## src/logic/tws_pkg.sv

```systemverilog
// shared constants of the timer / watchdog block with shared prescaler
// assumes one 200 MHz clock, all inputs but the synchronised count pin synchronous to it
//
// Summary of operation
// - watchdog counts on the always-running block clock, not instruction cycles
// - watchdog expiry while running pulses a full device reset
// - watchdog expiry while asleep wakes the device instead of resetting
// - watchdog held cleared and silent while enable config input is zero
// - unscaled watchdog period is nominally 18 ms
// - prescaler on watchdog stretches the period up to 1:128
// - clear-watchdog and sleep instructions clear watchdog and its prescaler
// - watchdog expiry clears the time-out status flag
// - source select zero: timer counts instruction cycles, or prescaler output
// - timer write blocks incrementing for the next two instruction cycles
// - source select one: timer counts external pin edges, edge bit picks polarity
// - one shared prescaler, assign bit picks owner, count not software visible
// - prescaler on timer gives ratios 1:2 to 1:256 in powers of two
// - timer register readable and writable, rollover FFh to 00h sets overflow flag
// - overflow interrupt request suppressed while overflow enable is zero
// - timer frozen during sleep so its overflow cannot wake the core
// - rate field 000..111 gives timer 1:2..1:256 and watchdog 1:1..1:128
// - edge select one counts high-to-low pin transitions
package tws_pkg;

	// ************************************************************
	// clock and timing
	// ************************************************************
	localparam int unsigned CLK_MHZ          = 200;
	localparam int unsigned WDT_PERIOD_US    = 18000;
	localparam int unsigned WDT_PERIOD_CYC   = WDT_PERIOD_US * CLK_MHZ;
	localparam int unsigned WRITE_INHIBIT_CY = 2;

	// ************************************************************
	// register offsets (index on the plain register port)
	// ************************************************************
	localparam logic [1:0] ADDR_TIMER  = 2'h0;
	localparam logic [1:0] ADDR_OPTION = 2'h1;
	localparam logic [1:0] ADDR_INTCTL = 2'h2;
	localparam logic [1:0] ADDR_STATUS = 2'h3;

	// ************************************************************
	// field positions and reset values
	// ************************************************************
	localparam int unsigned OPT_SRC_BIT    = 5;
	localparam int unsigned OPT_EDGE_BIT   = 4;
	localparam int unsigned OPT_ASSIGN_BIT = 3;
	localparam int unsigned OPT_RATE_LSB   = 0;
	localparam int unsigned INT_ENABLE_BIT = 5;
	localparam int unsigned INT_FLAG_BIT   = 2;
	localparam int unsigned STAT_TO_BIT    = 4;
	localparam logic [7:0]  OPTION_RESET   = 8'hFF;
	localparam logic [7:0]  TIMER_RESET    = 8'h00;
	localparam logic [7:0]  TIMER_MAX      = 8'hFF;
	localparam int unsigned PRESC_WIDTH    = 8;

	// ************************************************************
	// prescaler helpers
	// ************************************************************
	// divide exponent: timer owns at rate+1, watchdog at rate
	function automatic logic [3:0] presc_shift(input logic to_wdt, input logic [2:0] rate);
		presc_shift = to_wdt ? {1'b0, rate} : ({1'b0, rate} + 4'h1);
	endfunction

	// low bits that must all be one before the prescaler emits a tick
	function automatic logic [PRESC_WIDTH-1:0] presc_mask(input logic [3:0] shift);
		presc_mask = PRESC_WIDTH'((9'h001 << shift) - 9'h001);
	endfunction

endpackage

```

## src/logic/tws_presc_if.sv

```systemverilog
// carrier between the block and its shared prescaler
// assumes both ends on the same clock
`timescale 1ns/1ps
interface tws_presc_if;
	logic       tick_in;
	logic       clear;
	logic [3:0] shift;
	logic       tick_out;

	modport owner (output tick_in, output clear, output shift, input  tick_out);
	modport presc (input  tick_in, input  clear, input  shift, output tick_out);
endinterface

```

## src/logic/tws_prescaler.sv

```systemverilog
// shared power-of-two prescaler, count hidden from software
// assumes tick_in is a one-cycle pulse on the block clock
`timescale 1ns/1ps
module tws_prescaler
	import tws_pkg::*;
#(
	parameter int unsigned WIDTH = PRESC_WIDTH
) (
	input  wire logic  i_clk,
	input  wire logic  i_arst_n,
	input  wire logic  i_ce,
	tws_presc_if.presc p
);
	typedef struct packed {
		logic [WIDTH-1:0] cnt;
	} tws_presc_state_t;

	tws_presc_state_t st_reg;
	tws_presc_state_t st_next;
	logic [WIDTH-1:0] mask;

	// ************************************************************
	// divide and emit
	// ************************************************************
	// tick when every low bit of the selected ratio is set
	always_comb begin
		mask       = WIDTH'(presc_mask(p.shift));
		p.tick_out = p.tick_in && !p.clear && ((st_reg.cnt & mask) == mask);
		st_next    = st_reg;
		if (p.clear) begin
			st_next.cnt = '0;
		end else if (p.tick_in) begin
			st_next.cnt = st_reg.cnt + WIDTH'(1);
		end
	end

	// state register
	always_ff @(posedge i_clk or negedge i_arst_n) begin
		if (!i_arst_n) begin
			st_reg <= '0;
		end else if (i_ce) begin
			st_reg <= st_next;
		end
	end
endmodule

```

## src/logic/tws_timer_wdt.sv

```systemverilog
// 8-bit timer/counter and watchdog sharing one prescaler
// assumes i_clk is the free-running on-chip oscillator and never stops;
// the core marks instruction cycles with i_instr_tick and stops them in sleep
//
// The plain strobed port and the placing of the registers were chosen for this implementation.
`timescale 1ns/1ps
module tws_timer_wdt
	import tws_pkg::*;
#(
	parameter int unsigned WDT_CYCLES = WDT_PERIOD_CYC
) (
	input  wire logic       i_clk,
	input  wire logic       i_arst_n,
	input  wire logic       i_ce,
	input  wire logic [1:0] i_addr,
	input  wire logic [7:0] i_wdata,
	input  wire logic       i_wr,
	input  wire logic       i_rd,
	output logic [7:0]      o_rdata,
	input  wire logic       i_instr_tick,
	input  wire logic       i_clear_watchdog_instr,
	input  wire logic       i_sleep_instr,
	input  wire logic       i_watchdog_enable_config,
	input  wire logic       i_external_count_pin,
	output logic            o_timer_irq,
	output logic            o_wdt_reset,
	output logic            o_wake,
	output logic            o_sleeping
);
	import tws_pkg::*;

	localparam int unsigned WW = $clog2(WDT_CYCLES + 1);
	localparam logic [WW-1:0] WDT_LAST = WW'(WDT_CYCLES - 1);

	typedef struct packed {
		logic [7:0]    timer_count_reg;
		logic [7:0]    option_reg;
		logic          timer_overflow_enable;
		logic          timer_overflow_flag;
		logic          timeout_status_flag;
		logic          sleeping;
		logic [1:0]    inhibit;
		logic          pin_s1;
		logic          pin_s2;
		logic          pin_s3;
		logic [WW-1:0] watchdog_counter;
		logic [7:0]    rdata;
		logic          wdt_reset;
		logic          wake;
		logic          irq;
	} tws_state_t;

	tws_state_t  st_reg;
	tws_state_t  st_next;
	tws_presc_if presc_bus ();

	logic       timer_source_select;
	logic       count_edge_select_bit;
	logic       prescaler_assign;
	logic [2:0] prescaler_rate_field;
	logic       run_cycle;
	logic       pin_edge;
	logic       timer_src_tick;
	logic       timer_inc;
	logic       wdt_base_tick;
	logic       wdt_expire;
	logic       wdt_clear;
	logic       timer_write;

	// ************************************************************
	// option fields
	// ************************************************************
	assign timer_source_select   = st_reg.option_reg[OPT_SRC_BIT];
	assign count_edge_select_bit = st_reg.option_reg[OPT_EDGE_BIT];
	assign prescaler_assign      = st_reg.option_reg[OPT_ASSIGN_BIT];
	assign prescaler_rate_field  = st_reg.option_reg[OPT_RATE_LSB +: 3];

	// ************************************************************
	// timer source
	// ************************************************************
	// instruction cycles only exist while awake
	assign run_cycle   = i_instr_tick && !st_reg.sleeping;
	assign timer_write = i_wr && (i_addr == ADDR_TIMER);
	// edge seen between the second and third synchroniser stages
	always_comb begin
		if (count_edge_select_bit) begin
			pin_edge = st_reg.pin_s3 && !st_reg.pin_s2;
		end else begin
			pin_edge = !st_reg.pin_s3 && st_reg.pin_s2;
		end
	end
	// sleep freezes both sources
	always_comb begin
		if (timer_source_select) begin
			timer_src_tick = pin_edge && !st_reg.sleeping;
		end else begin
			timer_src_tick = run_cycle;
		end
	end

	// ************************************************************
	// watchdog base period
	// ************************************************************
	// counts the free-running clock, so sleep does not stop it
	assign wdt_base_tick = i_watchdog_enable_config && (st_reg.watchdog_counter == WDT_LAST);
	assign wdt_clear     = i_clear_watchdog_instr || i_sleep_instr;

	// ************************************************************
	// shared prescaler hookup
	// ************************************************************
	// one prescaler, owner picked by the assign bit
	always_comb begin
		presc_bus.shift = presc_shift(prescaler_assign, prescaler_rate_field);
		if (prescaler_assign) begin
			presc_bus.tick_in = wdt_base_tick && !wdt_clear;
			presc_bus.clear   = wdt_clear || !i_watchdog_enable_config;
		end else begin
			presc_bus.tick_in = timer_src_tick;
			presc_bus.clear   = timer_write;
		end
	end

	tws_prescaler #(
		.WIDTH (PRESC_WIDTH)
	) u_presc (
		.i_clk    (i_clk),
		.i_arst_n (i_arst_n),
		.i_ce     (i_ce),
		.p        (presc_bus)
	);

	// timer step and watchdog expiry after the optional prescaler
	always_comb begin
		if (prescaler_assign) begin
			timer_inc  = timer_src_tick;
			wdt_expire = presc_bus.tick_out && i_watchdog_enable_config;
		end else begin
			timer_inc  = presc_bus.tick_out;
			wdt_expire = wdt_base_tick && !wdt_clear;
		end
	end

	// ************************************************************
	// next state
	// ************************************************************
	always_comb begin
		st_next           = st_reg;
		st_next.wdt_reset = 1'b0;
		st_next.wake      = 1'b0;

		// two-stage synchroniser plus edge history
		st_next.pin_s1 = i_external_count_pin;
		st_next.pin_s2 = st_reg.pin_s1;
		st_next.pin_s3 = st_reg.pin_s2;

		// watchdog counter: disabled, cleared, wrapped or counting
		if (!i_watchdog_enable_config || wdt_clear || wdt_base_tick) begin
			st_next.watchdog_counter = '0;
		end else begin
			st_next.watchdog_counter = st_reg.watchdog_counter + WW'(1);
		end

		// sleep entry and the clear-instruction status update
		if (i_sleep_instr) begin
			st_next.sleeping = 1'b1;
		end
		if (wdt_clear) begin
			st_next.timeout_status_flag = 1'b1;
		end

		// expiry: reset when running, wake when asleep; clear of flag wins
		if (wdt_expire) begin
			st_next.timeout_status_flag = 1'b0;
			if (st_reg.sleeping) begin
				st_next.wake     = 1'b1;
				st_next.sleeping = 1'b0;
			end else begin
				st_next.wdt_reset = 1'b1;
			end
		end

		// write inhibit window counts instruction cycles
		if (run_cycle && (st_reg.inhibit != 2'h0)) begin
			st_next.inhibit = st_reg.inhibit - 2'h1;
		end

		// timer increment and rollover
		if (timer_inc && (st_reg.inhibit == 2'h0)) begin
			st_next.timer_count_reg = st_reg.timer_count_reg + 8'h01;
		end

		// register writes
		if (i_wr) begin
			unique case (i_addr)
				ADDR_TIMER: begin
					st_next.timer_count_reg = i_wdata;
					st_next.inhibit         = 2'(WRITE_INHIBIT_CY);
				end
				ADDR_OPTION: begin
					st_next.option_reg = i_wdata;
				end
				ADDR_INTCTL: begin
					st_next.timer_overflow_enable = i_wdata[INT_ENABLE_BIT];
					st_next.timer_overflow_flag   = i_wdata[INT_FLAG_BIT];
				end
				ADDR_STATUS: begin
					st_next.timeout_status_flag = st_next.timeout_status_flag;
				end
			endcase
		end

		// overflow flag set beats a clearing write in the same cycle
		if (timer_inc && (st_reg.inhibit == 2'h0) && !timer_write && (st_reg.timer_count_reg == TIMER_MAX)) begin
			st_next.timer_overflow_flag = 1'b1;
		end

		// masked interrupt request
		st_next.irq = st_next.timer_overflow_flag && st_next.timer_overflow_enable;

		// read data one cycle after the strobe
		if (i_rd) begin
			unique case (i_addr)
				ADDR_TIMER: begin
					st_next.rdata = st_reg.timer_count_reg;
				end
				ADDR_OPTION: begin
					st_next.rdata = st_reg.option_reg;
				end
				ADDR_INTCTL: begin
					st_next.rdata                 = 8'h00;
					st_next.rdata[INT_ENABLE_BIT] = st_reg.timer_overflow_enable;
					st_next.rdata[INT_FLAG_BIT]   = st_reg.timer_overflow_flag;
				end
				ADDR_STATUS: begin
					st_next.rdata              = 8'h00;
					st_next.rdata[STAT_TO_BIT] = st_reg.timeout_status_flag;
				end
			endcase
		end
	end

	// ************************************************************
	// state register
	// ************************************************************
	always_ff @(posedge i_clk or negedge i_arst_n) begin
		if (!i_arst_n) begin
			st_reg                     <= '0;
			st_reg.timer_count_reg     <= TIMER_RESET;
			st_reg.option_reg          <= OPTION_RESET;
			st_reg.timeout_status_flag <= 1'b1;
		end else if (i_ce) begin
			st_reg <= st_next;
		end
	end

	// outputs straight from the state register
	assign o_rdata     = st_reg.rdata;
	assign o_timer_irq = st_reg.irq;
	assign o_wdt_reset = st_reg.wdt_reset;
	assign o_wake      = st_reg.wake;
	assign o_sleeping  = st_reg.sleeping;
endmodule

```

## config.mk

```make
export PLATFORM = sky130hd
export DESIGN_NAME = tws_timer_wdt
export DESIGN_NICKNAME = d
export VERILOG_FILES = /design/src/logic/tws_pkg.sv /design/src/logic/tws_presc_if.sv /design/src/logic/tws_prescaler.sv /design/src/logic/tws_timer_wdt.sv
export SDC_FILE = /design/constraint.sdc
export NUM_CORES = 1
export LEC_CHECK = 0
export BUFFER_PORTS_ARGS = -buffer_cell sky130_fd_sc_hd__buf_2
export CORE_MARGIN = 2
export CORE_UTILIZATION = 50
export CTS_CLUSTER_DIAMETER = 50
export DETAILED_ROUTE_END_ITERATION = 8
export PLACE_DENSITY = 0.75
export SLEW_MARGIN = 20
export SYNTH_ARGS = -nofsm -noshare
export SYNTH_HDL_FRONTEND = slang
export SYNTH_SLANG_ARGS = --single-unit
```

## constraint.sdc

```tcl
create_clock -name i_clk -period 4.5 [get_ports i_clk]
set_input_delay 0.225 -clock i_clk [delete_from_list [all_inputs] [get_ports i_clk]]
set_output_delay 0.225 -clock i_clk [all_outputs]
set_load 0.05 [all_outputs]
```

==> flow_summary.yaml, run 1 <==
status:
  status: "complete, no violations"
global_route:
  grt_overflow: 0
  grt_use_total: 0.218
  grt_pass1_vias: 3059
  grt_max_degree: 67
  antenna_found_initial: 0
  grt_pass1_wl_um: 15200
clock_tree:
  cts_max_path_buffers: 2
  cts_tree: "built"
  htree_levels: 3
  clk_latency_ns: 0.35
  root_buffer: "clkbuf_8"
  clk_pin_slew_ns: 0.08
  cts-buffers-inserted: 9
  postCtsSetupBuffers: 0
  cts.repair.resized: 0
  cts.sinks: 66
  cts_hold_buf: 0
synthesis:
  ys_warn_count: 0
  synth_cells: 432
  synth_edf_count: 0
  synthArstFlopShare: 1.00
  synth.distinct_cells: 72
  syn_avg_cell_area_sq_um: 9.27
  ys.flop_type: "dfrtp_1"
  syn_area_sq_um: 4000
  syn-num-nets: 458
  ys_seq_area_frac: 0.415
  ys_ff_latch: 66
routing:
  wl_um: 8670
  avgRoutedWirePerCell_um: 15.7
  drtPass1Iterations: 5
  viasPerCell: 5.93
  drc: 0
  drtIter0Drc: 265
  ant_nets: 0
  vias: 3270
hold_path:
  worst_hold_path_type: "input pin to async pin"
sta:
  rsz0062_at_grt: "false"
  tns_ns: 0
  final-setup-viol-count: 0
  fmax_mhz: 246
  period_share: 0.903
  worst_slew_pin_slew_ns: 0.810
  fin_skew_ns: 0.0118
  slew_violations: 0
  hold_violations: 0
  maxSlewHeadroom: 0.460
  finalCriticalPeriod_ns: 4.07
worst_setup_path:
  crit_path_end_kind: "register"
  worstPathCellList: "ha_1, or4b_1, a21oi_1, a31oi_1, ha_1, or4_1, a21o_1, a41o_1, o2111a_2, and4_1, a211o_1"
  slowest_delay_ns: 0.70
  critPathBufInv: 0
  crit_required_ns: 4.74
  crit_path_frequent_cell: "ha_1"
  path_max_fanout: 20
  setup.worst_path.start_class: "register"
  cp_top_family: "simple AND/OR/NAND/NOR gates"
  worst-setup-path-type: "register to register"
  critPathArrivalTime_ns: 4.30
  crit_slowest_cell: "dfstp_2"
layout:
  antenna_cells: 0
  final_cell_count_no_fill: 551
  area_delta_synth_final_pct: 8.50
  final_cell_mix: "dfrtp_1 (57), nor2_1 (49), nand2_1 (33)"
  final_area_sq_um: 4340
  drive_gt1_frac: 0.187
  nets: 470
  mostFrequentLayoutCell: "dfrtp_1"
  largest_reg_flops: 39
  fill_cells: 665
power:
  ir_drop_v: 0.000237
  power_density_nw_per_um2: 381
  p_leak_nw: 1.96
floorplan:
  num_rows: 32
  dieWidth_um: 93.5
  start_util: 0.518
  die_h_um: 93.5
  core-area_sq_um: 7730
  die_area_sq_um: 8740
  num_io_pins: 32
placed_design:
  dpl_cell_area_sq_um: 4130
  dp.final_hpwl_um: 6020
  dp_cells: 535
  port_buffers: 31
  place_congestion: 0.881
flow_run:
  cap_violations: 0
path summary, 6_finish.rpt:
kind	cells past startpoint	end	start	slack, ns
worst max-delay path	11	st_reg[51]	prescaler_rate_field[0]	0.43
worst min-delay path	2	st_reg[20]	i_arst_n	0.05
worst max register to register	11	st_reg[51]	prescaler_rate_field[0]	0.43
worst min register to register	2	st_reg[39]	st_reg[39]	0.47
max in group asynchronous	2	o_rdata[1]	i_arst_n	3.93
min in group i_clk	2	st_next[34]	i_external_count_pin	0.11
synthesized netlist by cell type (3+ instances only):
master,number,share of area
and4_1,4,0.0087
dfrtp_1,57,0.36
and3_1,15,0.023
nand2b_1,7,0.011
nor2_1,49,0.046
or4_1,3,0.0056
o2111ai_1,4,0.0087
nand2_1,33,0.031
nand3b_1,5,0.0094
o211ai_1,3,0.0056
xor2_1,15,0.033
nand3_1,18,0.023
ha_1,6,0.019
or2_2,3,0.0047
nor2b_1,4,0.0062
a31oi_1,6,0.0094
nand4_1,11,0.017
a22o_1,3,0.0066
buf_2,4,0.0050
or3b_2,3,0.0066
nor3_1,5,0.0062
xnor2_1,8,0.018
dfstp_2,9,0.059
clkbuf_1,14,0.013
nor3b_1,3,0.0056
buf_4,8,0.015
mux2_2,9,0.025
inv_1,16,0.015
a21oi_1,14,0.018
o21ai_0,21,0.026
mux2i_1,12,0.030
and2_1,5,0.0078
a211o_1,5,0.011
metal layers:
metal  track usage  part of all wire  up-vias  wire length, um
met3        0.0371             0.039       10              334
met2         0.315              0.46       79             3980
met5             0                 0        -                0
met4        0.0821             0.013        0              113
met1         0.326              0.49     1603             4250
li1              -                 -     1578                -
where the power goes:
group | internal, W | leakage (nW) | switching [W]
Combinational | 0.000161 | 1.01 | 0.000223
Sequential | 0.000648 | 0.845 | 0.0000664
Clock | 0.000311 | 0.105 | 0.000248
Total | 0.00112 | 1.96 | 0.000537
through the flow:
step	hold WS, ns	utilization	setup WS [ns]	power (W)
after floorplan	-0.0706	-	0.991	0.00103
after global placement	0.456	0.534	0.653	0.00109
after detailed placement	0.458	0.534	0.501	0.00110
after CTS	0.0756	0.562	0.467	0.00166
after global routing	0.110	0.562	0.233	0.00174
final	0.0493	0.562	0.435	0.00166
cells by family (layout without fill, tap and decap cells):
family / Yosys count / count (layout) / synth area share
and+or+nand+nor: 176 / 176 / 0.230
AOI/OAI and AO/OA: 90 / 90 / 0.165
buffers and inverters: 48 / 65 / 0.0578
muxes: 23 / 23 / 0.0628
DFF: 66 / 66 / 0.415
xor gates and xnor gates: 23 / 23 / 0.0503
adders and majority gates: 6 / 6 / 0.0187
cell type report:
cell class	count	area, sq um	area share
timing repair buffer	32	163	0.0374
clock inverter	7	93.8	0.0216
clock buffer	9	124	0.0285
multi-input combinational	318	2110	0.486
inverter	17	63.8	0.0147
tap	102	128	0.0294
sequential	66	1660	0.383
Power figures use the tool's default switching activity.
==> run 2, diff against run 1 <==
CORE_UTILIZATION = 60   (was 50)
PLACE_DENSITY = 0.87   (was 0.75)
==> flow_summary.yaml, run 2 (synthesis results as in run 1) <==
clock_tree:
  htree_levels: 3
  cts.sinks: 66
  cts-buffers-inserted: 9
  postCtsSetupBuffers: 0
  clk_pin_slew_ns: 0.08
  root_buffer: "clkbuf_8"
  cts_hold_buf: 0
  cts_tree: "built"
  cts_max_path_buffers: 2
  cts.repair.resized: 0
  clk_latency_ns: 0.35
power:
  power.total_w: 0.00165
  ir_drop_v: 0.000271
  p_leak_nw: 1.96
  power_density_nw_per_um2: 382
worst_setup_path:
  crit_required_ns: 4.74
  crit_path_frequent_cell: "ha_1"
  crit_slowest_cell: "dfstp_2"
  slowest_delay_ns: 0.72
  path_max_fanout: 20
  critPathArrivalTime_ns: 4.36
  crit_path_end_kind: "register"
  cp_top_family: "compound AO/OA/AOI/OAI gates"
  worstPathCellList: "ha_1, or4b_1, a21oi_1, a31oi_1, ha_1, or4_1, a21o_1, a41o_1, o2111a_2, a211o_1, and3_1"
  critPathBufInv: 0
  setup.worst_path.start_class: "register"
  worst-setup-path-type: "register to register"
  reg2reg_setup_slack_ns: 0.38
routing:
  ant_nets: 0
  drc: 0
  viasPerCell: 6.36
  avgRoutedWirePerCell_um: 17.2
  wl_um: 9040
  drtIter0Drc: 353
  vias: 3346
  drtPass1Iterations: 5
sta:
  rsz0062_at_grt: "false"
  fin_skew_ns: 0.00982
  hold_violations: 0
  slew_violations: 0
  maxSlewHeadroom: 0.452
  period_share: 0.915
  fmax_mhz: 243
  setup_ws_ns: 0.384
  tns_ns: 0
  worst_slew_pin_slew_ns: 0.822
  final-setup-viol-count: 0
  finalCriticalPeriod_ns: 4.12
global_route:
  grt_max_degree: 67
  antenna_found_initial: 0
  grt_pass1_vias: 3166
  grt_overflow: 0
  grt_use_total: 0.259
  grt_pass1_wl_um: 15300
placed_design:
  place_congestion: 0.895
  port_buffers: 31
  pre_cts_slack_ns: 0.506
  dp.final_hpwl_um: 6100
  dp_cells: 510
floorplan:
  start_util: 0.627
  die_h_um: 85.7
  core-area_sq_um: 6390
  num_rows: 29
  num_io_pins: 32
  die_area_sq_um: 7340
  dieWidth_um: 85.7
layout:
  largest_reg_flops: 39
  fill_cells: 495
  mostFrequentLayoutCell: "dfrtp_1"
  fin_util: 0.674
  nets: 470
  final_cell_count_no_fill: 526
  final_cell_mix: "dfrtp_1 (57), nor2_1 (49), nand2_1 (33)"
  drive_gt1_frac: 0.183
  area_delta_synth_final_pct: 7.53
  antenna_cells: 0
status:
  status: "complete, no violations"
hold_path:
  worst_hold_path_type: "input pin to async pin"
flow_run:
  cap_violations: 0
==> run 2: cell count changes in the layout (fill, tap and decap cells not counted) <==
| cell | change |
|---|---|
| clkbuf_1 | +2 |
| clkinvlp_4 | -2 |
==> run 2: metal layers <==
layer  vias to the layer above  global-route usage  part of all wire
li1                       1579                   -                 -
met1                      1613               0.388              0.46
met2                       142               0.381              0.46
met3                        12              0.0500             0.063
met4                         0              0.0880             0.013
met5                         -                   0                 0
==> run 2: path summary, 6_finish.rpt <==
path | from | to | depth (start not counted)
min in group i_clk | i_external_count_pin | st_next[34] | 2
setup reg to reg | prescaler_rate_field[0] | st_reg[53] | 11
setup / recovery | prescaler_rate_field[0] | st_reg[53] | 11
max in group asynchronous | i_arst_n | st_reg[11] | 2
hold reg to reg | o_rdata[0] | o_rdata[0] | 2
hold / removal | i_arst_n | st_reg[25] | 2
==> run 2: area by class of cell <==
class                      instances  area [sq um]  share of cell area
clock buffer                      11           131              0.0305
clock inverter                     5          78.8              0.0183
inverter                          17          63.8              0.0148
multi-input combinational        318          2110               0.490
sequential                        66          1660               0.386
tap                               77          96.3              0.0224
timing repair buffer              32           163              0.0378
==> run 2: through the flow <==
step / cell area [sq um] / hold slack (ns)
after floorplan: 4000 / -0.0706
after global placement: 4100 / 0.442
after detailed placement: 4100 / 0.453
after CTS: 4310 / 0.0901
after global routing: 4310 / 0.104
final: 4310 / 0.0489
==> run 2: where the power goes <==
group	total (W)	switching (W)	leakage [nW]	internal [W]
sequential	0.000716	0.0000672	0.845	0.000649
clock	0.000539	0.000227	0.107	0.000311
combinational	0.000392	0.000230	1.01	0.000162
total	0.00165	0.000525	1.96	0.00112
==> run 3, diff against run 2 <==
CORE_UTILIZATION = 41   (was 60)
PLACE_DENSITY = 0.65   (was 0.87)
==> flow_summary.yaml, run 3 (synthesis results as in run 1) <==
layout:
  antenna_cells: 0
  final_cell_mix: "dfrtp_1 (57), nor2_1 (49), nand2_1 (33)"
  fill_cells: 961
  largest_reg_flops: 39
  seq_area_sq_um: 1660
  mostFrequentLayoutCell: "dfrtp_1"
  area_delta_synth_final_pct: 8.50
  multiInputGateArea_sq_um: 2110
  nets: 470
  drive_gt1_frac: 0.178
clock_tree:
  root_buffer: "clkbuf_8"
  cts_tree: "built"
  clk_pin_slew_ns: 0.07
  cts-buffers-inserted: 9
  htree_levels: 3
  cts_hold_buf: 0
  clk_latency_ns: 0.35
  postCtsSetupBuffers: 0
  cts_max_path_buffers: 2
  cts.sinks: 66
  cts.repair.resized: 0
sta:
  fmax_mhz: 247
  tns_ns: 0
  maxSlewHeadroom: 0.445
  fin_skew_ns: 0.00900
  rsz0062_at_grt: "false"
  setup_ws_ns: 0.453
  worst_slew_pin_slew_ns: 0.832
  hold_violations: 0
  slew_violations: 0
  period_share: 0.899
  finalCriticalPeriod_ns: 4.05
  final-setup-viol-count: 0
floorplan:
  start_util: 0.415
  num_io_pins: 32
  num_rows: 36
  dieWidth_um: 103
  core-area_sq_um: 9640
  die_h_um: 103
  die_area_sq_um: 10600
worst_setup_path:
  critPathArrivalTime_ns: 4.28
  worst-r2r-cell-count: 11
  setup.worst_path.start_class: "register"
  path_max_fanout: 20
  crit_required_ns: 4.73
  worst-setup-path-type: "register to register"
  crit_path_end_kind: "register"
routing:
  wl_um: 8970
  viasPerCell: 5.53
  drc: 0
  avgRoutedWirePerCell_um: 15.4
  drtPass1Iterations: 5
  drtIter0Drc: 181
  vias: 3216
  ant_nets: 0
placed_design:
  port_buffers: 31
  dp.final_hpwl_um: 6310
  place_congestion: 0.826
  pre_cts_slack_ns: 0.507
power:
  power_density_nw_per_um2: 364
  ir_drop_v: 0.000196
  p_leak_nw: 1.95
global_route:
  grt_pass1_vias: 2995
  grt_pass1_wl_um: 14900
  grt_use_total: 0.181
  grt_overflow: 0
  grt_max_degree: 67
  antenna_found_initial: 0
status:
  status: "complete, no violations"
flow_run:
  cap_violations: 0
hold_path:
  worst_hold_path_type: "input pin to async pin"
-- run 3: cell count changes in the layout (fill, tap and decap cells not counted), sizes merged --
| cell | previous run | this run |
|---|---|---|
| bufinv | 2 | 1 |
| clkbuf | 11 | 13 |
| clkinv | 4 | 3 |
-- run 3: layout make-up --
class	count	share of cell area
well taps	133	0.0383
multi-input cells	318	0.486
clock buffers	13	0.0320
inverters	17	0.0147
repair buffers	32	0.0374
clock inverters	3	0.00922
flip-flops and latches	66	0.383
-- run 3: path summary, 6_finish.rpt --
kind / from / end / slack, ns
hold reg to reg: st_reg[39] / st_reg[39] / 0.47
max in group asynchronous: i_arst_n / st_next[33] / 3.90
setup / recovery: prescaler_rate_field[0] / st_reg[51] / 0.45
setup reg to reg: prescaler_rate_field[0] / st_reg[51] / 0.45
hold / removal: i_arst_n / o_rdata[4] / 0.04
min in group i_clk: i_external_count_pin / st_next[34] / 0.11
-- run 3: report_power, final --
group	internal [W]	switching, W	total [W]
clock	0.000255	0.000219	0.000475
combinational	0.000162	0.000227	0.000389
sequential	0.000649	0.0000666	0.000715
total	0.00107	0.000513	0.00158
-- run 3: metrics by stage --
step	instance area [sq um]	hold WS, ns	total power (W)	cells	utilization
floorplan	4000	-0.0706	0.00103	432	-
global placement	4170	0.455	0.00110	566	0.432
detailed placement	4170	0.461	0.00111	566	0.432
CTS	4340	0.0925	0.00158	582	0.451
global route	4340	0.112	0.00167	582	0.451
finish	4340	0.0411	0.00158	582	0.451
-- run 3: metal layers --
metal / global-route usage / wire (um)
met1: 0.272 / 4470
met2: 0.258 / 4020
met3: 0.0386 / 358
met4: 0.0628 / 119
met5: 0 / 0
-- run 3: worst max-delay path, cell delays in order, from the launching register on --
cell and delay (ns):
dfstp_2 0.71, ha_1 0.40, or4b_1 0.57, a21oi_1 0.20, a31oi_1 0.07, ha_1 0.30
or4_1 0.55, a21o_1 0.20, a41o_1 0.25, o2111a_2 0.22, and4_1 0.23, a211o_1 0.22
